--- src/conv_flow_pkg.sv ---
// Constants for the converter flow control block.
// Assumes a byte-wide register port with one-cycle read latency.
package conv_flow_pkg;

  // ==========================================================================
  // Register map
  localparam logic [7:0] TIMING_OFF    = 8'h03;
  localparam logic [7:0] FLOW_CTRL_OFF = 8'h10;
  localparam logic [7:0] FLOW_STAT_OFF = 8'h11;
  localparam logic [7:0] FLOW_CFG_OFF  = 8'h12;

  // ==========================================================================
  // Field positions
  localparam int DIV_MSB       = 6;
  localparam int CTRL_ABORT_REQUEST_BIT_BIT = 0;
  localparam int CTRL_RESTART_REQUEST_BIT_BIT = 1;
  localparam int CTRL_CONVERSION_START_FLAG_BIT = 2;
  localparam int CTRL_SRST_BIT = 3;
  localparam int STAT_TEIF_BIT = 0;
  localparam int STAT_REIF_BIT = 1;
  localparam int STAT_IDLE_BIT = 2;
  localparam int STAT_DONE_BIT = 3;
  localparam int STAT_LIST_BIT = 4;
  localparam int STAT_HALT_BIT = 5;
  localparam int STAT_ABORT_REQUEST_BIT_BIT = 6;
  localparam int STAT_RESTART_REQUEST_BIT_BIT = 7;
  localparam int CFG_EN_BIT    = 0;
  localparam int CFG_SMOD_BIT  = 1;
  localparam int CFG_RMODE_BIT = 2;
  localparam int CFG_DBUF_BIT  = 3;

  // ==========================================================================
  // Reset values
  localparam logic [6:0] DIV_RESET = 7'h05;
  localparam logic [7:0] CFG_RESET = 8'h00;

  // Conversion cycles per command, in converter clock ticks
  localparam int CONV_TICKS = 4;

endpackage
--- src/conv_flow_ctrl.sv ---
// Conversion flow control: clock prescaler, restart, abort and errors.
// Assumes synchronous strobes from on-chip logic and a simple reg port.
// Operation
// Conversion clock is bus clock over two times divider plus one.
// Timing register writes take effect only when disabled or in special mode.
// Restart before list swap ready restarts the active list, no swap.
// Restart at or after list swap ready swaps lists in double buffer mode.
// Abort stops at the next conversion boundary and drops the list.
// Abort comes from a rising abort input edge or a software write of one.
// Abort bit clears once the conversion ends or the list is dropped.
// Software sets abort only while busy or idle with list not done; the code sets it on any control write of one, in any state.
// In restart mode a restart must follow an abort before any trigger.
// A trigger after abort before restart sets start and error flags.
// After a restart, triggers are accepted from the active list top.
// A restart after an executed abort only performs the restart.
// A restart before end of list or abort automatically sets abort.
// An automatic abort from restart also sets the restart error flag.
// The conversion clock is a counter-based enable on the bus clock.
//
// The plain strobed port was decided locally.
`timescale 1ns/1ps
`default_nettype none
module conv_flow_ctrl
  import conv_flow_pkg::*;
#(
  parameter int LIST_LEN = 4
) (
  input  wire logic       sys_clk,
  input  wire logic       rst_n,
  input  wire logic [7:0] reg_addr,
  input  wire logic [7:0] reg_wdata,
  input  wire logic       reg_wr,
  input  wire logic       reg_rd,
  output logic      [7:0] reg_rdata,
  input  wire logic       trigger_in,
  input  wire logic       restart_in,
  input  wire logic       list_swap_ready,
  input  wire logic       abort_in,
  output logic            conv_tick,
  output logic            converting,
  output logic            active_list
);

  initial begin
    if (LIST_LEN < 1 || LIST_LEN > 255) begin
      $error("LIST_LEN out of range");
    end
  end

  typedef enum logic [1:0] {ST_IDLE, ST_WAIT, ST_CONV, ST_HALT} flow_e;

  function automatic logic hit(input logic [7:0] a, input logic [7:0] off);
    hit = (a == off);
  endfunction

  // ==========================================================================
  // Registers
  logic [6:0] clock_divider_reg;
  logic [7:0] cfg_reg;
  logic       abort_request_bit_reg;
  logic       restart_request_bit_reg;
  logic       conversion_start_flag_reg;
  logic       start_error_flag_reg;
  logic       restart_error_flag_reg;
  logic       aborted_reg;
  logic       list_done_reg;
  logic       abort_in_reg;
  logic [6:0] div_cnt_reg;
  logic [2:0] tick_cnt_reg;
  logic [7:0] cmd_idx_reg;
  flow_e      state_reg;

  logic en;
  logic smod;
  logic rmode;
  logic dbuf;
  logic wr_ctrl;
  logic sw_abort_request_bit;
  logic sw_restart_request_bit;
  logic sw_conversion_start_flag;
  logic sw_srst;
  logic abort_edge;
  logic restart_ev;
  logic conversion_start_flag_ev;
  logic boundary;
  logic idle;
  logic auto_abort;

  assign en      = cfg_reg[CFG_EN_BIT];
  assign smod    = cfg_reg[CFG_SMOD_BIT];
  assign rmode   = cfg_reg[CFG_RMODE_BIT];
  assign dbuf    = cfg_reg[CFG_DBUF_BIT];
  assign wr_ctrl = reg_wr && hit(reg_addr, FLOW_CTRL_OFF);
  assign sw_abort_request_bit = wr_ctrl && reg_wdata[CTRL_ABORT_REQUEST_BIT_BIT];
  assign sw_restart_request_bit = wr_ctrl && reg_wdata[CTRL_RESTART_REQUEST_BIT_BIT];
  assign sw_conversion_start_flag = wr_ctrl && reg_wdata[CTRL_CONVERSION_START_FLAG_BIT];
  assign sw_srst = wr_ctrl && reg_wdata[CTRL_SRST_BIT];
  assign abort_edge = abort_in && !abort_in_reg;
  assign restart_ev = restart_in || sw_restart_request_bit;
  assign conversion_start_flag_ev    = trigger_in || sw_conversion_start_flag;
  assign idle       = (state_reg == ST_IDLE) || (state_reg == ST_WAIT);
  assign boundary   = conv_tick && (tick_cnt_reg == 3'(CONV_TICKS - 1));
  // Restart while list still running and no abort pending forces an abort
  assign auto_abort = restart_ev && !list_done_reg && !aborted_reg
                      && !abort_request_bit_reg && (state_reg != ST_IDLE);

  // ==========================================================================
  // Timing and configuration registers
  always_ff @(posedge sys_clk or negedge rst_n) begin
    if (!rst_n) begin
      clock_divider_reg <= DIV_RESET;
    end else if (reg_wr && hit(reg_addr, TIMING_OFF) && (!en || smod)) begin
      clock_divider_reg <= reg_wdata[DIV_MSB:0];
    end
  end

  always_ff @(posedge sys_clk or negedge rst_n) begin
    if (!rst_n) begin
      cfg_reg <= CFG_RESET;
    end else if (reg_wr && hit(reg_addr, FLOW_CFG_OFF)) begin
      cfg_reg <= reg_wdata;
    end
  end

  // ==========================================================================
  // Conversion clock enable: one pulse per (div+1) bus clocks gives a
  // half period, so a full converter clock spans 2x(div+1) bus clocks.
  logic half_reg;
  always_ff @(posedge sys_clk or negedge rst_n) begin
    if (!rst_n) begin
      div_cnt_reg <= 7'h00;
      half_reg    <= 1'b0;
      conv_tick   <= 1'b0;
    end else if (div_cnt_reg >= clock_divider_reg) begin
      div_cnt_reg <= 7'h00;
      half_reg    <= !half_reg;
      conv_tick   <= half_reg && en;
    end else begin
      div_cnt_reg <= div_cnt_reg + 7'h01;
      conv_tick   <= 1'b0;
    end
  end

  always_ff @(posedge sys_clk or negedge rst_n) begin
    if (!rst_n) begin
      abort_in_reg <= 1'b0;
    end else begin
      abort_in_reg <= abort_in;
    end
  end

  // ==========================================================================
  // Abort and restart request bits, restart error flag
  always_ff @(posedge sys_clk or negedge rst_n) begin
    if (!rst_n) begin
      abort_request_bit_reg <= 1'b0;
    end else if (abort_edge || sw_abort_request_bit || auto_abort) begin
      abort_request_bit_reg <= 1'b1;
    end else if (abort_request_bit_reg && (idle || boundary)) begin
      abort_request_bit_reg <= 1'b0;
    end
  end

  always_ff @(posedge sys_clk or negedge rst_n) begin
    if (!rst_n) begin
      restart_request_bit_reg <= 1'b0;
    end else if (restart_ev) begin
      restart_request_bit_reg <= 1'b1;
    end else if (!abort_request_bit_reg) begin
      restart_request_bit_reg <= 1'b0;
    end
  end

  always_ff @(posedge sys_clk or negedge rst_n) begin
    if (!rst_n) begin
      restart_error_flag_reg <= 1'b0;
    end else if (auto_abort) begin
      restart_error_flag_reg <= 1'b1;
    end else if (sw_srst) begin
      restart_error_flag_reg <= 1'b0;
    end
  end

  // ==========================================================================
  // Sequence state
  always_ff @(posedge sys_clk or negedge rst_n) begin
    if (!rst_n) begin
      state_reg                 <= ST_IDLE;
      aborted_reg               <= 1'b0;
      list_done_reg             <= 1'b0;
      active_list               <= 1'b0;
      cmd_idx_reg               <= 8'h00;
      tick_cnt_reg              <= 3'h0;
      conversion_start_flag_reg <= 1'b0;
      start_error_flag_reg      <= 1'b0;
      converting                <= 1'b0;
    end else if (sw_srst) begin
      state_reg                 <= ST_IDLE;
      aborted_reg               <= 1'b0;
      list_done_reg             <= 1'b0;
      cmd_idx_reg               <= 8'h00;
      tick_cnt_reg              <= 3'h0;
      conversion_start_flag_reg <= 1'b0;
      start_error_flag_reg      <= 1'b0;
      converting                <= 1'b0;
    end else begin
      if (restart_ev && state_reg != ST_HALT) begin
        cmd_idx_reg   <= 8'h00;
        list_done_reg <= 1'b0;
        aborted_reg   <= 1'b0;
        if (list_swap_ready && dbuf) begin
          active_list <= !active_list;
        end
        if (!auto_abort) begin
          state_reg <= ST_WAIT;
        end
      end else if (abort_request_bit_reg && (idle || boundary)) begin
        state_reg    <= ST_WAIT;
        aborted_reg  <= 1'b1;
        converting   <= 1'b0;
        tick_cnt_reg <= 3'h0;
        cmd_idx_reg  <= 8'h00;
      end else if (conversion_start_flag_ev && aborted_reg && rmode) begin
        conversion_start_flag_reg <= 1'b1;
        start_error_flag_reg      <= 1'b1;
        state_reg                 <= ST_HALT;
      end else if (conversion_start_flag_ev && en && idle && !list_done_reg) begin
        conversion_start_flag_reg <= 1'b1;
        state_reg                 <= ST_CONV;
        converting                <= 1'b1;
      end else if (state_reg == ST_CONV && conv_tick) begin
        if (boundary) begin
          tick_cnt_reg <= 3'h0;
          converting   <= 1'b0;
          conversion_start_flag_reg <= 1'b0;
          if (cmd_idx_reg == 8'(LIST_LEN - 1)) begin
            list_done_reg <= 1'b1;
            state_reg     <= ST_IDLE;
          end else begin
            cmd_idx_reg <= cmd_idx_reg + 8'h01;
            state_reg   <= ST_WAIT;
          end
        end else begin
          tick_cnt_reg <= tick_cnt_reg + 3'h1;
        end
      end
    end
  end

  // ==========================================================================
  // Read port
  always_ff @(posedge sys_clk or negedge rst_n) begin
    if (!rst_n) begin
      reg_rdata <= 8'h00;
    end else if (reg_rd) begin
      case (reg_addr)
        TIMING_OFF:    reg_rdata <= {1'b0, clock_divider_reg};
        FLOW_CTRL_OFF: reg_rdata <= {4'h0, 1'b0, conversion_start_flag_reg,
                                     restart_request_bit_reg,
                                     abort_request_bit_reg};
        FLOW_STAT_OFF: reg_rdata <= {restart_request_bit_reg,
                                     abort_request_bit_reg,
                                     state_reg == ST_HALT, active_list,
                                     list_done_reg || aborted_reg, idle,
                                     restart_error_flag_reg,
                                     start_error_flag_reg};
        FLOW_CFG_OFF:  reg_rdata <= cfg_reg;
        default:       reg_rdata <= 8'h00;
      endcase
    end else begin
      reg_rdata <= 8'h00;
    end
  end

  // ==========================================================================
  // Checks
  chk_timing_guard: assert property (
    @(posedge sys_clk) disable iff (!rst_n)
    (reg_wr && hit(reg_addr, TIMING_OFF) && en && !smod)
    |=> $stable(clock_divider_reg))
    else $error("timing register changed while locked");
  chk_abort_edge: assert property (
    @(posedge sys_clk) disable iff (!rst_n)
    (abort_edge && !sw_srst) |=> abort_request_bit_reg)
    else $error("abort edge not taken");
  chk_auto_err: assert property (
    @(posedge sys_clk) disable iff (!rst_n)
    auto_abort |=> (restart_error_flag_reg && abort_request_bit_reg))
    else $error("auto abort without restart error");
  chk_conversion_start_flag_halt: assert property (
    @(posedge sys_clk) disable iff (!rst_n)
    (conversion_start_flag_ev && aborted_reg && rmode && !restart_ev && !sw_srst
     && !abort_request_bit_reg) |=> start_error_flag_reg)
    else $error("trigger after abort not flagged");
  chk_no_swap: assert property (
    @(posedge sys_clk) disable iff (!rst_n)
    (restart_ev && !list_swap_ready && !sw_srst && state_reg != ST_HALT)
    |=> $stable(active_list) && cmd_idx_reg == 8'h00)
    else $error("list swapped early");
  chk_swap: assert property (
    @(posedge sys_clk) disable iff (!rst_n)
    (restart_ev && list_swap_ready && dbuf && !sw_srst
     && state_reg != ST_HALT) |=> active_list != $past(active_list))
    else $error("list not swapped");
  chk_abort_stop: assert property (
    @(posedge sys_clk) disable iff (!rst_n)
    (abort_request_bit_reg && boundary && !restart_ev && !sw_srst)
    |=> !converting && aborted_reg)
    else $error("abort did not stop conversion");
  chk_tick_space: assert property (
    @(posedge sys_clk) disable iff (!rst_n)
    conv_tick |=> !conv_tick)
    else $error("converter clock enable too fast");
  chk_abort_clear: assert property (
    @(posedge sys_clk) disable iff (!rst_n)
    (abort_request_bit_reg && boundary && !abort_edge && !sw_abort_request_bit
     && !auto_abort) |=> !abort_request_bit_reg)
    else $error("abort request not cleared");
  chk_idle_abort: assert property (
    @(posedge sys_clk) disable iff (!rst_n)
    (abort_request_bit_reg && idle && !restart_ev && !sw_srst)
    |=> (state_reg == ST_WAIT && aborted_reg))
    else $error("abort while idle not executed");
  chk_sw_abort: assert property (
    @(posedge sys_clk) disable iff (!rst_n)
    sw_abort_request_bit |=> abort_request_bit_reg)
    else $error("software abort not taken");
  chk_done_no_err: assert property (
    @(posedge sys_clk) disable iff (!rst_n)
    (restart_ev && list_done_reg && !restart_error_flag_reg)
    |=> !restart_error_flag_reg)
    else $error("restart after end of list flagged");
  chk_halt_hold: assert property (
    @(posedge sys_clk) disable iff (!rst_n)
    (state_reg == ST_HALT && !sw_srst) |=> state_reg == ST_HALT)
    else $error("halt left without soft reset");
  chk_rd_timing: assert property (
    @(posedge sys_clk) disable iff (!rst_n)
    (reg_rd && hit(reg_addr, TIMING_OFF))
    |=> reg_rdata == {1'b0, $past(clock_divider_reg)})
    else $error("timing register read back wrong");
  chk_tick_en: assert property (
    @(posedge sys_clk) disable iff (!rst_n)
    !en |=> !conv_tick)
    else $error("converter clock runs while disabled");
  chk_conv_start: assert property (
    @(posedge sys_clk) disable iff (!rst_n)
    (conversion_start_flag_ev && en && idle && !list_done_reg && !aborted_reg
     && !restart_ev && !abort_request_bit_reg && !sw_srst)
    |=> converting)
    else $error("trigger did not start a conversion");
  chk_restart_bit: assert property (
    @(posedge sys_clk) disable iff (!rst_n)
    restart_ev |=> restart_request_bit_reg)
    else $error("restart request bit not set");

endmodule
`default_nettype wire

--- config.mk ---
export PLATFORM = sky130hd
export DESIGN_NAME = conv_flow_ctrl
export DESIGN_NICKNAME = d
export VERILOG_FILES = /design/src/conv_flow_pkg.sv /design/src/conv_flow_ctrl.sv
export SDC_FILE = /design/constraint.sdc
export NUM_CORES = 1
export LEC_CHECK = 0
export ABC_AREA = 1
export BUFFER_PORTS_ARGS = -buffer_cell sky130_fd_sc_hd__buf_2
export CORE_MARGIN = 3
export CORE_UTILIZATION = 50
export CTS_CLUSTER_DIAMETER = 40
export DETAILED_ROUTE_END_ITERATION = 16
export PLACE_DENSITY = 0.73
export SETUP_SLACK_MARGIN = 0.2
export SLEW_MARGIN = 20
export SYNTH_ARGS = -nofsm -noshare
export SYNTH_HDL_FRONTEND = slang
export SYNTH_SLANG_ARGS = --single-unit
--- constraint.sdc ---
create_clock -name sys_clk -period 1.9 [get_ports sys_clk]
set_clock_uncertainty 0.2 [all_clocks]
set_input_delay 0.19 -clock sys_clk [delete_from_list [all_inputs] [get_ports sys_clk]]
set_output_delay 0.19 -clock sys_clk [all_outputs]
set_load 0.02 [all_outputs]
==> run_results.csv, run 1 <==
group,metric,value,unit
power_and_ir_drop,cellLeakagePower,1.94,nW
place,gp_congestion,0.896,
sta,achievable-frequency,531,MHz
min_path,min-delay-start,"reg_addr[0]",
global_route,grt_max_degree,27,
global_route,grt-ovfl-total,0,
clock_tree,cts.htree.levels,2,
critical_path,cp_data_arrival_time,1.88,ns
detailed_routing,detail_route.wl_per_cell,14.3,um
sta,max_slew_violation_count,0,
synthesis,postSynth.asyncResetShare,100,%
synthesis,synthFlopType,"sky130_fd_sc_hd__dfrtp_1",
detailed_routing,drt_drc_violations_left,0,
sta,final.hold.worst_slack,0.0117,ns
critical_path,worst_path_most_repeated_cell,"sky130_fd_sc_hd__inv_2",
synthesis,number_of_warnings_printed_during_yosys_synthesis,0,
critical_path,criticalPathCategory,"flop to flop",
synthesis,ys_top_cells_by_count,"sky130_fd_sc_hd__nand2_1, sky130_fd_sc_hd__dfrtp_1, sky130_fd_sc_hd__inv_1",
synthesis,synth_enable_flop_cells,0,
clock_tree,max-clock-path-buffers,2,
job,max-cap-violations,0,
global_route,global_route.usage.total,21.3,%
synthesis,synth_area_leader_cell,"sky130_fd_sc_hd__dfrtp_1",
clock_tree,cts-root-buf,"sky130_fd_sc_hd__clkbuf_8",
synthesis,synth.area.top_cells,"sky130_fd_sc_hd__dfrtp_1, sky130_fd_sc_hd__nand2_1, sky130_fd_sc_hd__inv_1",
floorplanning,io_pins,35,
synthesis,synth_most_common_cell,"sky130_fd_sc_hd__nand2_1",
clock_tree,num_cts_buffers,5,
power_and_ir_drop,cellPowerDensity,1000,mW/mm^2
synthesis,compound_gate_fraction_of_synth_area,13.4,%
detailed_routing,initial_drt_pass_iterations,4,
synthesis,main_combinational_cell_family_by_area_after_synthesis,"simple AND/OR/NAND/NOR gates",
floorplanning,design.die.area,0.00697,mm^2
critical_path,worst_path_largest_cell_delay,0.41,ns
sta,rsz_0062_raised_after_global_routing,"true",
final_layout,diodes,0,
synthesis,synthSimpleGateAreaFrac,24.7,%
final_layout,nets,460,
sta,timing.final.hold_violations,0,
critical_path,worstSetupStartpointType,"flop",
floorplanning,num_rows,27,
critical_path,critPathTopFamily,"simple AND/OR/NAND/NOR gates",
synthesis,syn_nets,388,
min_path,whs_endpoint,"reg_rdata[7]$_DFF_PN0_",
synthesis,synth.yosys.seq_area_share,45.9,%
critical_path,reg2reg_to,"cmd_idx_reg[1]$_DFFE_PN0P_",
critical_path,end_kind,"flop",
critical_path,critical_path.reg2reg.startpoint,"tick_cnt_reg[0]$_DFFE_PN0P_",
floorplanning,vert_die_dim,83.5,um
critical_path,slowest_stage,"sky130_fd_sc_hd__dfrtp_1",
place,io_buffers,34,
sta,period_share,99.1,%
critical_path,ff2ff_path_depth,11,
final_layout,flow.area_growth_from_synthesis,24.9,%
synthesis,synth_area_per_cell,8.49,um^2
sta,timing.slew.headroom,65.5,%
critical_path,cp_cell_sequence,"ha_2 > inv_2 > nor2_2 > nand2_2 > inv_2 > o21ai_4 > nand2_4 > inv_6 > nand4_4 > nand2_8 > o21ai_2",
critical_path,worstPathBufferInverterCount,3,
place,detailed_place_hpwl,5050,um
sta,fin_ws,0.0180,ns
power_and_ir_drop,post-layout-total-power,3.76,mW
synthesis,synthMuxAreaShare,0.375,%
outcome,run_status,"finished, final reports clean",
synthesis,synth.lib_cells_used.distinct,38,
floorplanning,chipWidth,83.5,um
sta,finalCriticalPeriod,1.88,ns
clock_tree,clock_sink_count,55,
clock_tree,cts_tree,"built",
clock_tree,worst_skew_pair.late_latency,0.31,ns
critical_path,reg_to_reg_setup_timing_slack,0.02,ns
synthesis,netlist_instances,354,
detailed_routing,via_count,2657,
global_route,antenna_violations_before_repair,0,
global_route,grt_pass1_vias,2709,
detailed_routing,detail-route-antenna-nets,0,
synthesis,netlist_area,0.00300,mm^2
synthesis,yosys_register_bits,55,
detailed_routing,post_drt_via_cell_ratio,5.32,
final_layout,layout.filler_cells,429,
power_and_ir_drop,power.ir.vdd_worst,0.000610,V
floorplanning,initial_utilization,52.9,%
place,post-place-ws,-0.0244,ns
synthesis,synth_xor_area_share,2.92,%
clock_tree,clkSlewWorstSetupHoldPaths,0.10,ns
final_layout,final_layout_size_suffix_gt1_share,29.5,%
floorplanning,floorplan.core_area,0.00568,mm^2
min_path,hp-class,"input pin to flop",
detailed_routing,detail_route.wirelength,7160,um
detailed_routing,drt_first_iter_violations,187,
sta,timing.final.setup_violations,0,
global_route,grt_pass1_wl,12400,um
synthesis,synth_largest_type_area_fraction,44.1,%
critical_path,critical_path_required,1.90,ns
critical_path,crit_fanout,8,
synthesis,synth_adder_area_share,4.16,%
min_path,hold_depth,4,
sta,tightestPinTransition,0.517,ns
[report_power, final]
group	switching, mW	total (mW)	internal [mW]
combinational	0.923	1.53	0.610
sequential	0.210	1.59	1.38
clock	0.377	0.637	0.260
total	1.51	3.76	2.25
[how the worst max path moves through the flow]
stage                                startpoint                          to  slack, ns  depth (start not counted)
2_1_floorplan       tick_cnt_reg[0]$_DFFE_PN0P_  cmd_idx_reg[2]$_DFFE_PN0P_       0.02                         12
3_3_place_gp                        reg_addr[7]     active_list$_DFFE_PN0P_      0.006                         10
3_5_place_dp        tick_cnt_reg[0]$_DFFE_PN0P_  cmd_idx_reg[0]$_DFFE_PN0P_      -0.02                         12
4_1_cts             tick_cnt_reg[0]$_DFFE_PN0P_  cmd_idx_reg[1]$_DFFE_PN0P_       0.04                         11
5_1_grt        clock_divider_reg[2]$_DFFE_PN1P_        half_reg$_DFFE_PN0N_      -0.06                          7
6_report            tick_cnt_reg[0]$_DFFE_PN0P_  cmd_idx_reg[1]$_DFFE_PN0P_       0.02                         11
[cells by family (layout without fill, tap and decap cells)]
logic type,count (synthesis),in the layout
buffers and inverters,60,131
muxes,1,1
adders and majority gates,10,10
and+or+nand+nor,153,154
xor gates and xnor gates,10,10
DFF,55,55
AOI/OAI and AO/OA,65,66
[tightest hold or removal path, delay by kind of cell]
family / cells / cell delay, ns
compound gates: 1 / 0.06
simple gates: 2 / 0.13
buf+inv: 1 / 0.11
[layout make-up]
class	instances	area, um^2	share of cell area (%)
clock buffer	7	76.3	2.03
multi-input combinational	241	1520	40.4
timing repair buffer	68	473	12.6
sequential	55	1380	36.7
inverter	55	213	5.67
tap	72	90.1	2.40
clock inverter	1	5.00	0.133
[routing by layer]
metal  vias to the layer above  GRT usage [%]  wire length, um
met2                        69           36.7             3590
met3                         9           4.15              299
met4                         0           5.12               89
li1                       1299              -                -
met1                      1280           27.8             3180
met5                         -              0                0
[what timing repair did]
item	in CTS	in global routing
hold buffers	14	0
buffers inserted	6	3
cloned	2	0
setup endpoints to repair	26	26
pin swaps	9	4
hold endpoints to repair	40	0
gates resized for setup	16	5
[per-stage QoR]
stage	instances	utilization, %	area (um^2)	setup TNS (ns)
2_1_floorplan	354	-	3050	0
3_3_place_gp	466	59.1	3360	0
3_5_place_dp	466	59.1	3360	-0.0634
4_1_cts	496	65.5	3710	0
5_1_grt	499	66.1	3750	-0.637
6_report	499	66.1	3750	0
[cell usage in the layout, fill, tap and decap left out, types with 7 or more instances in the layout]
cell                            instances
sky130_fd_sc_hd__dlygate4sd3_1         14
sky130_fd_sc_hd__dfrtp_1               53
sky130_fd_sc_hd__nand4_1                7
sky130_fd_sc_hd__nand3_1               19
sky130_fd_sc_hd__nand2_2               17
sky130_fd_sc_hd__o21ai_2               11
sky130_fd_sc_hd__inv_1                 48
sky130_fd_sc_hd__o21ai_0               16
sky130_fd_sc_hd__nor2_1                35
sky130_fd_sc_hd__nand2_1               49
sky130_fd_sc_hd__buf_4                 19
sky130_fd_sc_hd__ha_1                   8
sky130_fd_sc_hd__o22ai_1                7
sky130_fd_sc_hd__xor2_1                 9
sky130_fd_sc_hd__a21oi_1               19
sky130_fd_sc_hd__buf_2                 34
Note: power is estimated with default switching activity, not from simulation.
==> inputs of run 2 (changes only) <==
- PLACE_DENSITY: 0.73 -> 0.7
- clock period: 1.9 -> 2.1 ns (I/O delays scaled with it)
==> run_results.csv, run 2 (synthesis results as in run 1) <==
group,metric,value,unit
sta,max_slew_violation_count,0,
outcome,run_status,"finished, final reports clean",
power_and_ir_drop,post-layout-total-power,3.40,mW
clock_tree,worst_skew_pair.late_latency,0.31,ns
job,max-cap-violations,0,
power_and_ir_drop,cellLeakagePower,1.91,nW
sta,final.hold.worst_slack,0.0348,ns
detailed_routing,via_count,2572,
detailed_routing,drt_drc_violations_left,0,
clock_tree,clkSlewWorstSetupHoldPaths,0.09,ns
floorplanning,design.die.area,0.00697,mm^2
sta,rsz_0062_raised_after_global_routing,"true",
global_route,grt_pass1_wl,11700,um
critical_path,crit_fanout,8,
clock_tree,cts-root-buf,"sky130_fd_sc_hd__clkbuf_8",
final_layout,flow.area_growth_from_synthesis,23.8,%
critical_path,end_kind,"flop",
floorplanning,floorplan.core_area,0.00568,mm^2
sta,timing.slew.headroom,64.5,%
sta,achievable-frequency,518,MHz
place,place_area,0.00331,mm^2
place,io_buffers,34,
sta,finalSetupTns,0,ns
final_layout,final_layout_size_suffix_gt1_share,28.6,%
sta,timing.final.hold_violations,0,
final_layout,mostFrequentLayoutCells,"sky130_fd_sc_hd__nand2_1, sky130_fd_sc_hd__dfrtp_1, sky130_fd_sc_hd__inv_1",
detailed_routing,detail_route.wl_per_cell,14.0,um
clock_tree,max-clock-path-buffers,2,
global_route,grt_pass1_vias,2463,
global_route,global_route.usage.total,20.6,%
place,gp_congestion,0.877,
final_layout,mostFrequentLayoutCell,"sky130_fd_sc_hd__nand2_1",
floorplanning,initial_utilization,52.9,%
sta,tightestPinTransition,0.532,ns
floorplanning,chipWidth,83.5,um
final_layout,diodes,0,
global_route,grt_max_degree,25,
sta,timing.final.setup_violations,0,
power_and_ir_drop,cellPowerDensity,914,mW/mm^2
global_route,antenna_violations_before_repair,0,
critical_path,criticalPathCategory,"flop to flop",
critical_path,slowest_stage,"sky130_fd_sc_hd__dfrtp_1",
detailed_routing,drt_first_iter_violations,225,
floorplanning,vert_die_dim,83.5,um
clock_tree,num_cts_buffers,5,
critical_path,cp_cell_sequence,"ha_2 > inv_2 > nor2_2 > nand2_2 > inv_4 > o21ai_4 > nand2_4 > inv_6 > nand4_4 > nand2_8 > nand2_1 > o21ai_2",
detailed_routing,detail_route.wirelength,6950,um
detailed_routing,post_drt_via_cell_ratio,5.20,
clock_tree,clock_sink_count,55,
detailed_routing,detail-route-antenna-nets,0,
final_layout,design_area,0.00372,mm^2
clock_tree,cts.htree.levels,2,
critical_path,worstPathBufferInverterCount,3,
clock_tree,cts_tree,"built",
power_and_ir_drop,power.ir.vdd_worst,0.000569,V
global_route,grt-ovfl-total,0,
final_layout,nets,456,
sta,finalCriticalPeriod,1.93,ns
floorplanning,io_pins,35,
critical_path,cp_data_arrival_time,1.97,ns
critical_path,worst_path_largest_cell_delay,0.40,ns
critical_path,worstSetupStartpointType,"flop",
critical_path,critPathTopFamily,"simple AND/OR/NAND/NOR gates",
floorplanning,num_rows,27,
sta,period_share,91.9,%
place,detailed_place_hpwl,4810,um
min_path,hp-class,"input pin to flop",
detailed_routing,initial_drt_pass_iterations,4,
critical_path,critical_path_required,2.14,ns
run 2: changes by cell type in the layout (fill, tap and decap cells not counted), moves of 2 or more:
| cell | delta |
|---|---|
| sky130_fd_sc_hd__nand2_2 | -5 |
| sky130_fd_sc_hd__buf_4 | -4 |
| sky130_fd_sc_hd__nand2_1 | +5 |
| sky130_fd_sc_hd__nor3_2 | +2 |
run 2: final timing paths:
path | slack [ns] | cells after the start | to | start
max | 0.17 | 12 | cmd_idx_reg[5]$_DFFE_PN0P_ | tick_cnt_reg[1]$_DFFE_PN0P_
min | 0.03 | 4 | reg_rdata[7]$_DFF_PN0_ | reg_addr[0]
max reg2reg | 0.17 | 12 | cmd_idx_reg[5]$_DFFE_PN0P_ | tick_cnt_reg[1]$_DFFE_PN0P_
min reg2reg | 0.28 | 1 | half_reg$_DFFE_PN0N_ | half_reg$_DFFE_PN0N_
max in group asynchronous | 0.95 | 3 | div_cnt_reg[0]$_DFF_PN0_ | rst_n
min in group asynchronous | 0.20 | 2 | reg_rdata[3]$_DFF_PN0_ | rst_n
run 2: layout make-up:
| type | count | area, um^2 |
|---|---|---|
| clock buffers | 8 | 80.1 |
| fillers | 472 | 1960 |
| inverters | 55 | 215 |
| multi-input cells | 241 | 1510 |
| flip-flops and latches | 55 | 1380 |
| well taps | 72 | 90.1 |
| repair buffers | 64 | 444 |
run 2: stage by stage:
| step | util (%) | setup slack, ns | instances |
|---|---|---|---|
| 2_1_floorplan | - | 0.205 | 354 |
| 3_3_place_gp | 58.3 | 0.117 | 464 |
| 3_5_place_dp | 58.3 | 0.0758 | 464 |
| 4_1_cts | 64.1 | 0.201 | 491 |
| 5_1_grt | 65.5 | 0.0819 | 495 |
| 6_report | 65.5 | 0.169 | 495 |
run 2: worst min-delay path: cells and delay by family:
| kind | cells | cell delay [ns] |
|---|---|---|
| buf+inv | 1 | 0.12 |
| simple gates | 2 | 0.12 |
| compound gates | 1 | 0.06 |
run 2: routing by layer:
layer | vias up | share of wire (%) | GRT usage (%)
met5 | - | 0 | 0
met4 | 0 | 2.2 | 7.16
met3 | 11 | 3.7 | 3.46
met2 | 56 | 46 | 31.9
met1 | 1206 | 48 | 29.4
li1 | 1299 | - | -
run 2: where the power goes:
group          internal [mW]  total [mW]  switching, mW
Combinational          0.553        1.39          0.837
Sequential              1.25        1.43          0.183
Clock                  0.238       0.574          0.336
run 2: repair_timing:
action / in CTS / in global routing
hold buffers: 13 / 0
resized for setup: 12 / 19
setup buffers: 4 / 4
endpoints found under the setup margin: 17 / 22
pin swaps: 6 / 8
cloned: 2 / 0
hold endpoints to repair: 40 / 0
==> inputs of run 3 (changes only) <==
- CELL_PAD_IN_SITES_DETAIL_PLACEMENT: unset -> 1
- CELL_PAD_IN_SITES_GLOBAL_PLACEMENT: unset -> 1
- CORE_UTILIZATION: 50 -> 44
- PLACE_DENSITY: 0.7 -> unset
- PLACE_DENSITY_LB_ADDON: unset -> 0.1
- TNS_END_PERCENT: unset -> 100
==> run_results.csv, run 3 (synthesis results as in run 1) <==
group,metric,value,unit
global_route,grt_pass1_wl,13400,um
sta,achievable-frequency,525,MHz
power_and_ir_drop,power.ir.vdd_worst,0.000378,V
critical_path,cp_data_arrival_time,1.95,ns
clock_tree,clkSlewWorstSetupHoldPaths,0.10,ns
final_layout,mostFrequentLayoutCell,"sky130_fd_sc_hd__dfrtp_1",
power_and_ir_drop,register_share_of_total_power,41.9,%
global_route,grt_pass1_vias,2692,
critical_path,reg2reg_to,"cmd_idx_reg[6]$_DFFE_PN0P_",
final_layout,final_util,57.9,%
critical_path,critical_path_required,2.15,ns
power_and_ir_drop,internal_power,2.05,mW
floorplanning,design.die.area,0.00786,mm^2
critical_path,crit_end,"cmd_idx_reg[6]$_DFFE_PN0P_",
sta,finalSetupTns,0,ns
global_route,grt-ovfl-total,0,
critical_path,crit_fanout,8,
final_layout,mostFrequentLayoutCells,"sky130_fd_sc_hd__dfrtp_1, sky130_fd_sc_hd__nand2_1, sky130_fd_sc_hd__inv_1",
power_and_ir_drop,switching_power,1.40,mW
global_route,antenna_violations_before_repair,0,
sta,tightestPinTransition,0.410,ns
final_layout,diodes,0,
critical_path,critical_path.reg2reg.startpoint,"tick_cnt_reg[0]$_DFFE_PN0P_",
detailed_routing,detail-route-antenna-nets,0,
critical_path,ff2ff_path_depth,12,
sta,timing.final.setup_violations,0,
clock_tree,cts_tree,"built",
clock_tree,num_cts_buffers,5,
detailed_routing,post_drt_via_cell_ratio,5.28,
detailed_routing,detail_route.wl_per_cell,16.3,um
clock_tree,clock_sink_count,55,
global_route,grt_max_degree,56,
sta,finalCriticalPeriod,1.90,ns
sta,period_share,90.7,%
floorplanning,vert_die_dim,88.6,um
critical_path,reg_to_reg_setup_timing_slack,0.20,ns
sta,rsz_0062_raised_after_global_routing,"true",
detailed_routing,initial_drt_pass_iterations,4,
detailed_routing,via_count,2637,
power_and_ir_drop,cellPowerDensity,917,mW/mm^2
sta,timing.final.hold_violations,0,
floorplanning,initial_utilization,46.3,%
final_layout,final_layout_size_suffix_gt1_share,30.3,%
global_route,global_route.usage.total,22.0,%
floorplanning,chipWidth,88.6,um
final_layout,flow.area_growth_from_synthesis,25.2,%
power_and_ir_drop,cellLeakagePower,1.93,nW
floorplanning,num_rows,29,
critical_path,timing.critical_path.from,"tick_cnt_reg[0]$_DFFE_PN0P_",
clock_tree,cts.htree.levels,2,
outcome,run_status,"finished, final reports clean",
detailed_routing,drt_first_iter_violations,127,
power_and_ir_drop,post-layout-total-power,3.45,mW
sta,timing.slew.headroom,72.4,%
clock_tree,worst_skew_pair.late_latency,0.31,ns
place,io_buffers,34,
clock_tree,cts-root-buf,"sky130_fd_sc_hd__clkbuf_8",
critical_path,criticalPathCategory,"flop to flop",
clock_tree,max-clock-path-buffers,2,
power_and_ir_drop,comb_power_share,39.8,%
sta,max_slew_violation_count,0,
floorplanning,floorplan.core_area,0.00649,mm^2
job,max-cap-violations,0,
critical_path,end_kind,"flop",
detailed_routing,detail_route.wirelength,8120,um
min_path,hp-class,"input pin to flop",
place,detailed_place_hpwl,5710,um
place,gp_congestion,0.857,
floorplanning,io_pins,35,
critical_path,worstSetupStartpointType,"flop",
power_and_ir_drop,power_switching_share,40.6,%
final_layout,nets,455,
power_and_ir_drop,share_clk_of_total_power,18.3,%
detailed_routing,drt_drc_violations_left,0,
-- run 3: cell count changes in the layout (fill, tap and decap cells not counted), sizes merged --
cell | before | now
clkinv | 1 | 2
clkinvlp | 0 | 1
clkbuf | 8 | 6
buf | 51 | 50
-- run 3: area by class of cell --
| cell class | instances | area (um^2) |
|---|---|---|
| Clock inverter | 2 | 16.3 |
| Sequential cell | 55 | 1380 |
| Tap cell | 77 | 96.3 |
| Clock buffer | 6 | 82.6 |
| Multi-Input combinational cell | 241 | 1540 |
| Timing Repair Buffer | 63 | 433 |
| Inverter | 55 | 213 |
| Fill cell | 785 | 2730 |
-- run 3: metrics by stage --
stage / hold WS, ns / worst slack (ns) / cells / area (um^2)
detailed placement: 0.0371 / 0.0568 / 468 / 3310
global placement: 0.0320 / 0.104 / 468 / 3310
finish: 0.0666 / 0.196 / 499 / 3760
CTS: 0.0545 / 0.187 / 496 / 3680
floorplan: -0.286 / 0.205 / 354 / 3020
global route: 0.0610 / 0.0910 / 499 / 3760
-- run 3: repair_timing --
action	in CTS	in global routing
resized for setup	20	16
cloned	2	0
setup endpoints to repair	20	27
hold buffers	13	0
pin swaps	6	6
setup buffers	5	3
endpoints found under the hold margin	76	0
-- run 3: per-layer routing --
layer | track usage (%) | share of wire, % | routed length, um
met1 | 29.8 | 48 | 3860
met2 | 37.0 | 49 | 3980
met3 | 3.54 | 2.4 | 191
met4 | 4.95 | 1.1 | 91
met5 | 0 | 0 | 0
-- run 3: worst min-delay path by stage --
stage | from | to | slack [ns] | depth (start not counted)
2_1_floorplan | rst_n | abort_in_reg$_DFF_PN0_ | -0.29 | 0
3_3_place_gp | rst_n | reg_rdata[3]$_DFF_PN0_ | 0.03 | 2
3_5_place_dp | rst_n | reg_rdata[6]$_DFF_PN0_ | 0.04 | 2
4_1_cts | reg_wr | restart_request_bit_reg$_DFFE_PN0P_ | 0.05 | 3
5_1_grt | reg_wr | restart_request_bit_reg$_DFFE_PN0P_ | 0.06 | 3
6_report | reg_addr[0] | reg_rdata[7]$_DFF_PN0_ | 0.07 | 4
-- run 3: power groups by stage --
stage               Sequential (mW)  Combinational (mW)  Clock, mW
global placement               1.44                1.07          0
floorplan                      1.42               0.847          0
global route                   1.48                1.54      0.694
detailed placement             1.45                1.11          0
finish                         1.45                1.37      0.630
CTS                            1.43                1.30      0.654
-- run 3: worst max-delay path, cell delays in order (launching register included) --
cell and delay, ns:
sky130_fd_sc_hd__dfrtp_1 0.40, sky130_fd_sc_hd__ha_2 0.20, sky130_fd_sc_hd__inv_2 0.05, sky130_fd_sc_hd__nor2_2 0.04, sky130_fd_sc_hd__nand2_2 0.07, sky130_fd_sc_hd__inv_2 0.05, sky130_fd_sc_hd__o21ai_4 0.16, sky130_fd_sc_hd__nand2_4 0.10
sky130_fd_sc_hd__inv_6 0.09, sky130_fd_sc_hd__nand4_4 0.19, sky130_fd_sc_hd__nand2_8 0.18, sky130_fd_sc_hd__nand2_2 0.07, sky130_fd_sc_hd__o21ai_2 0.05
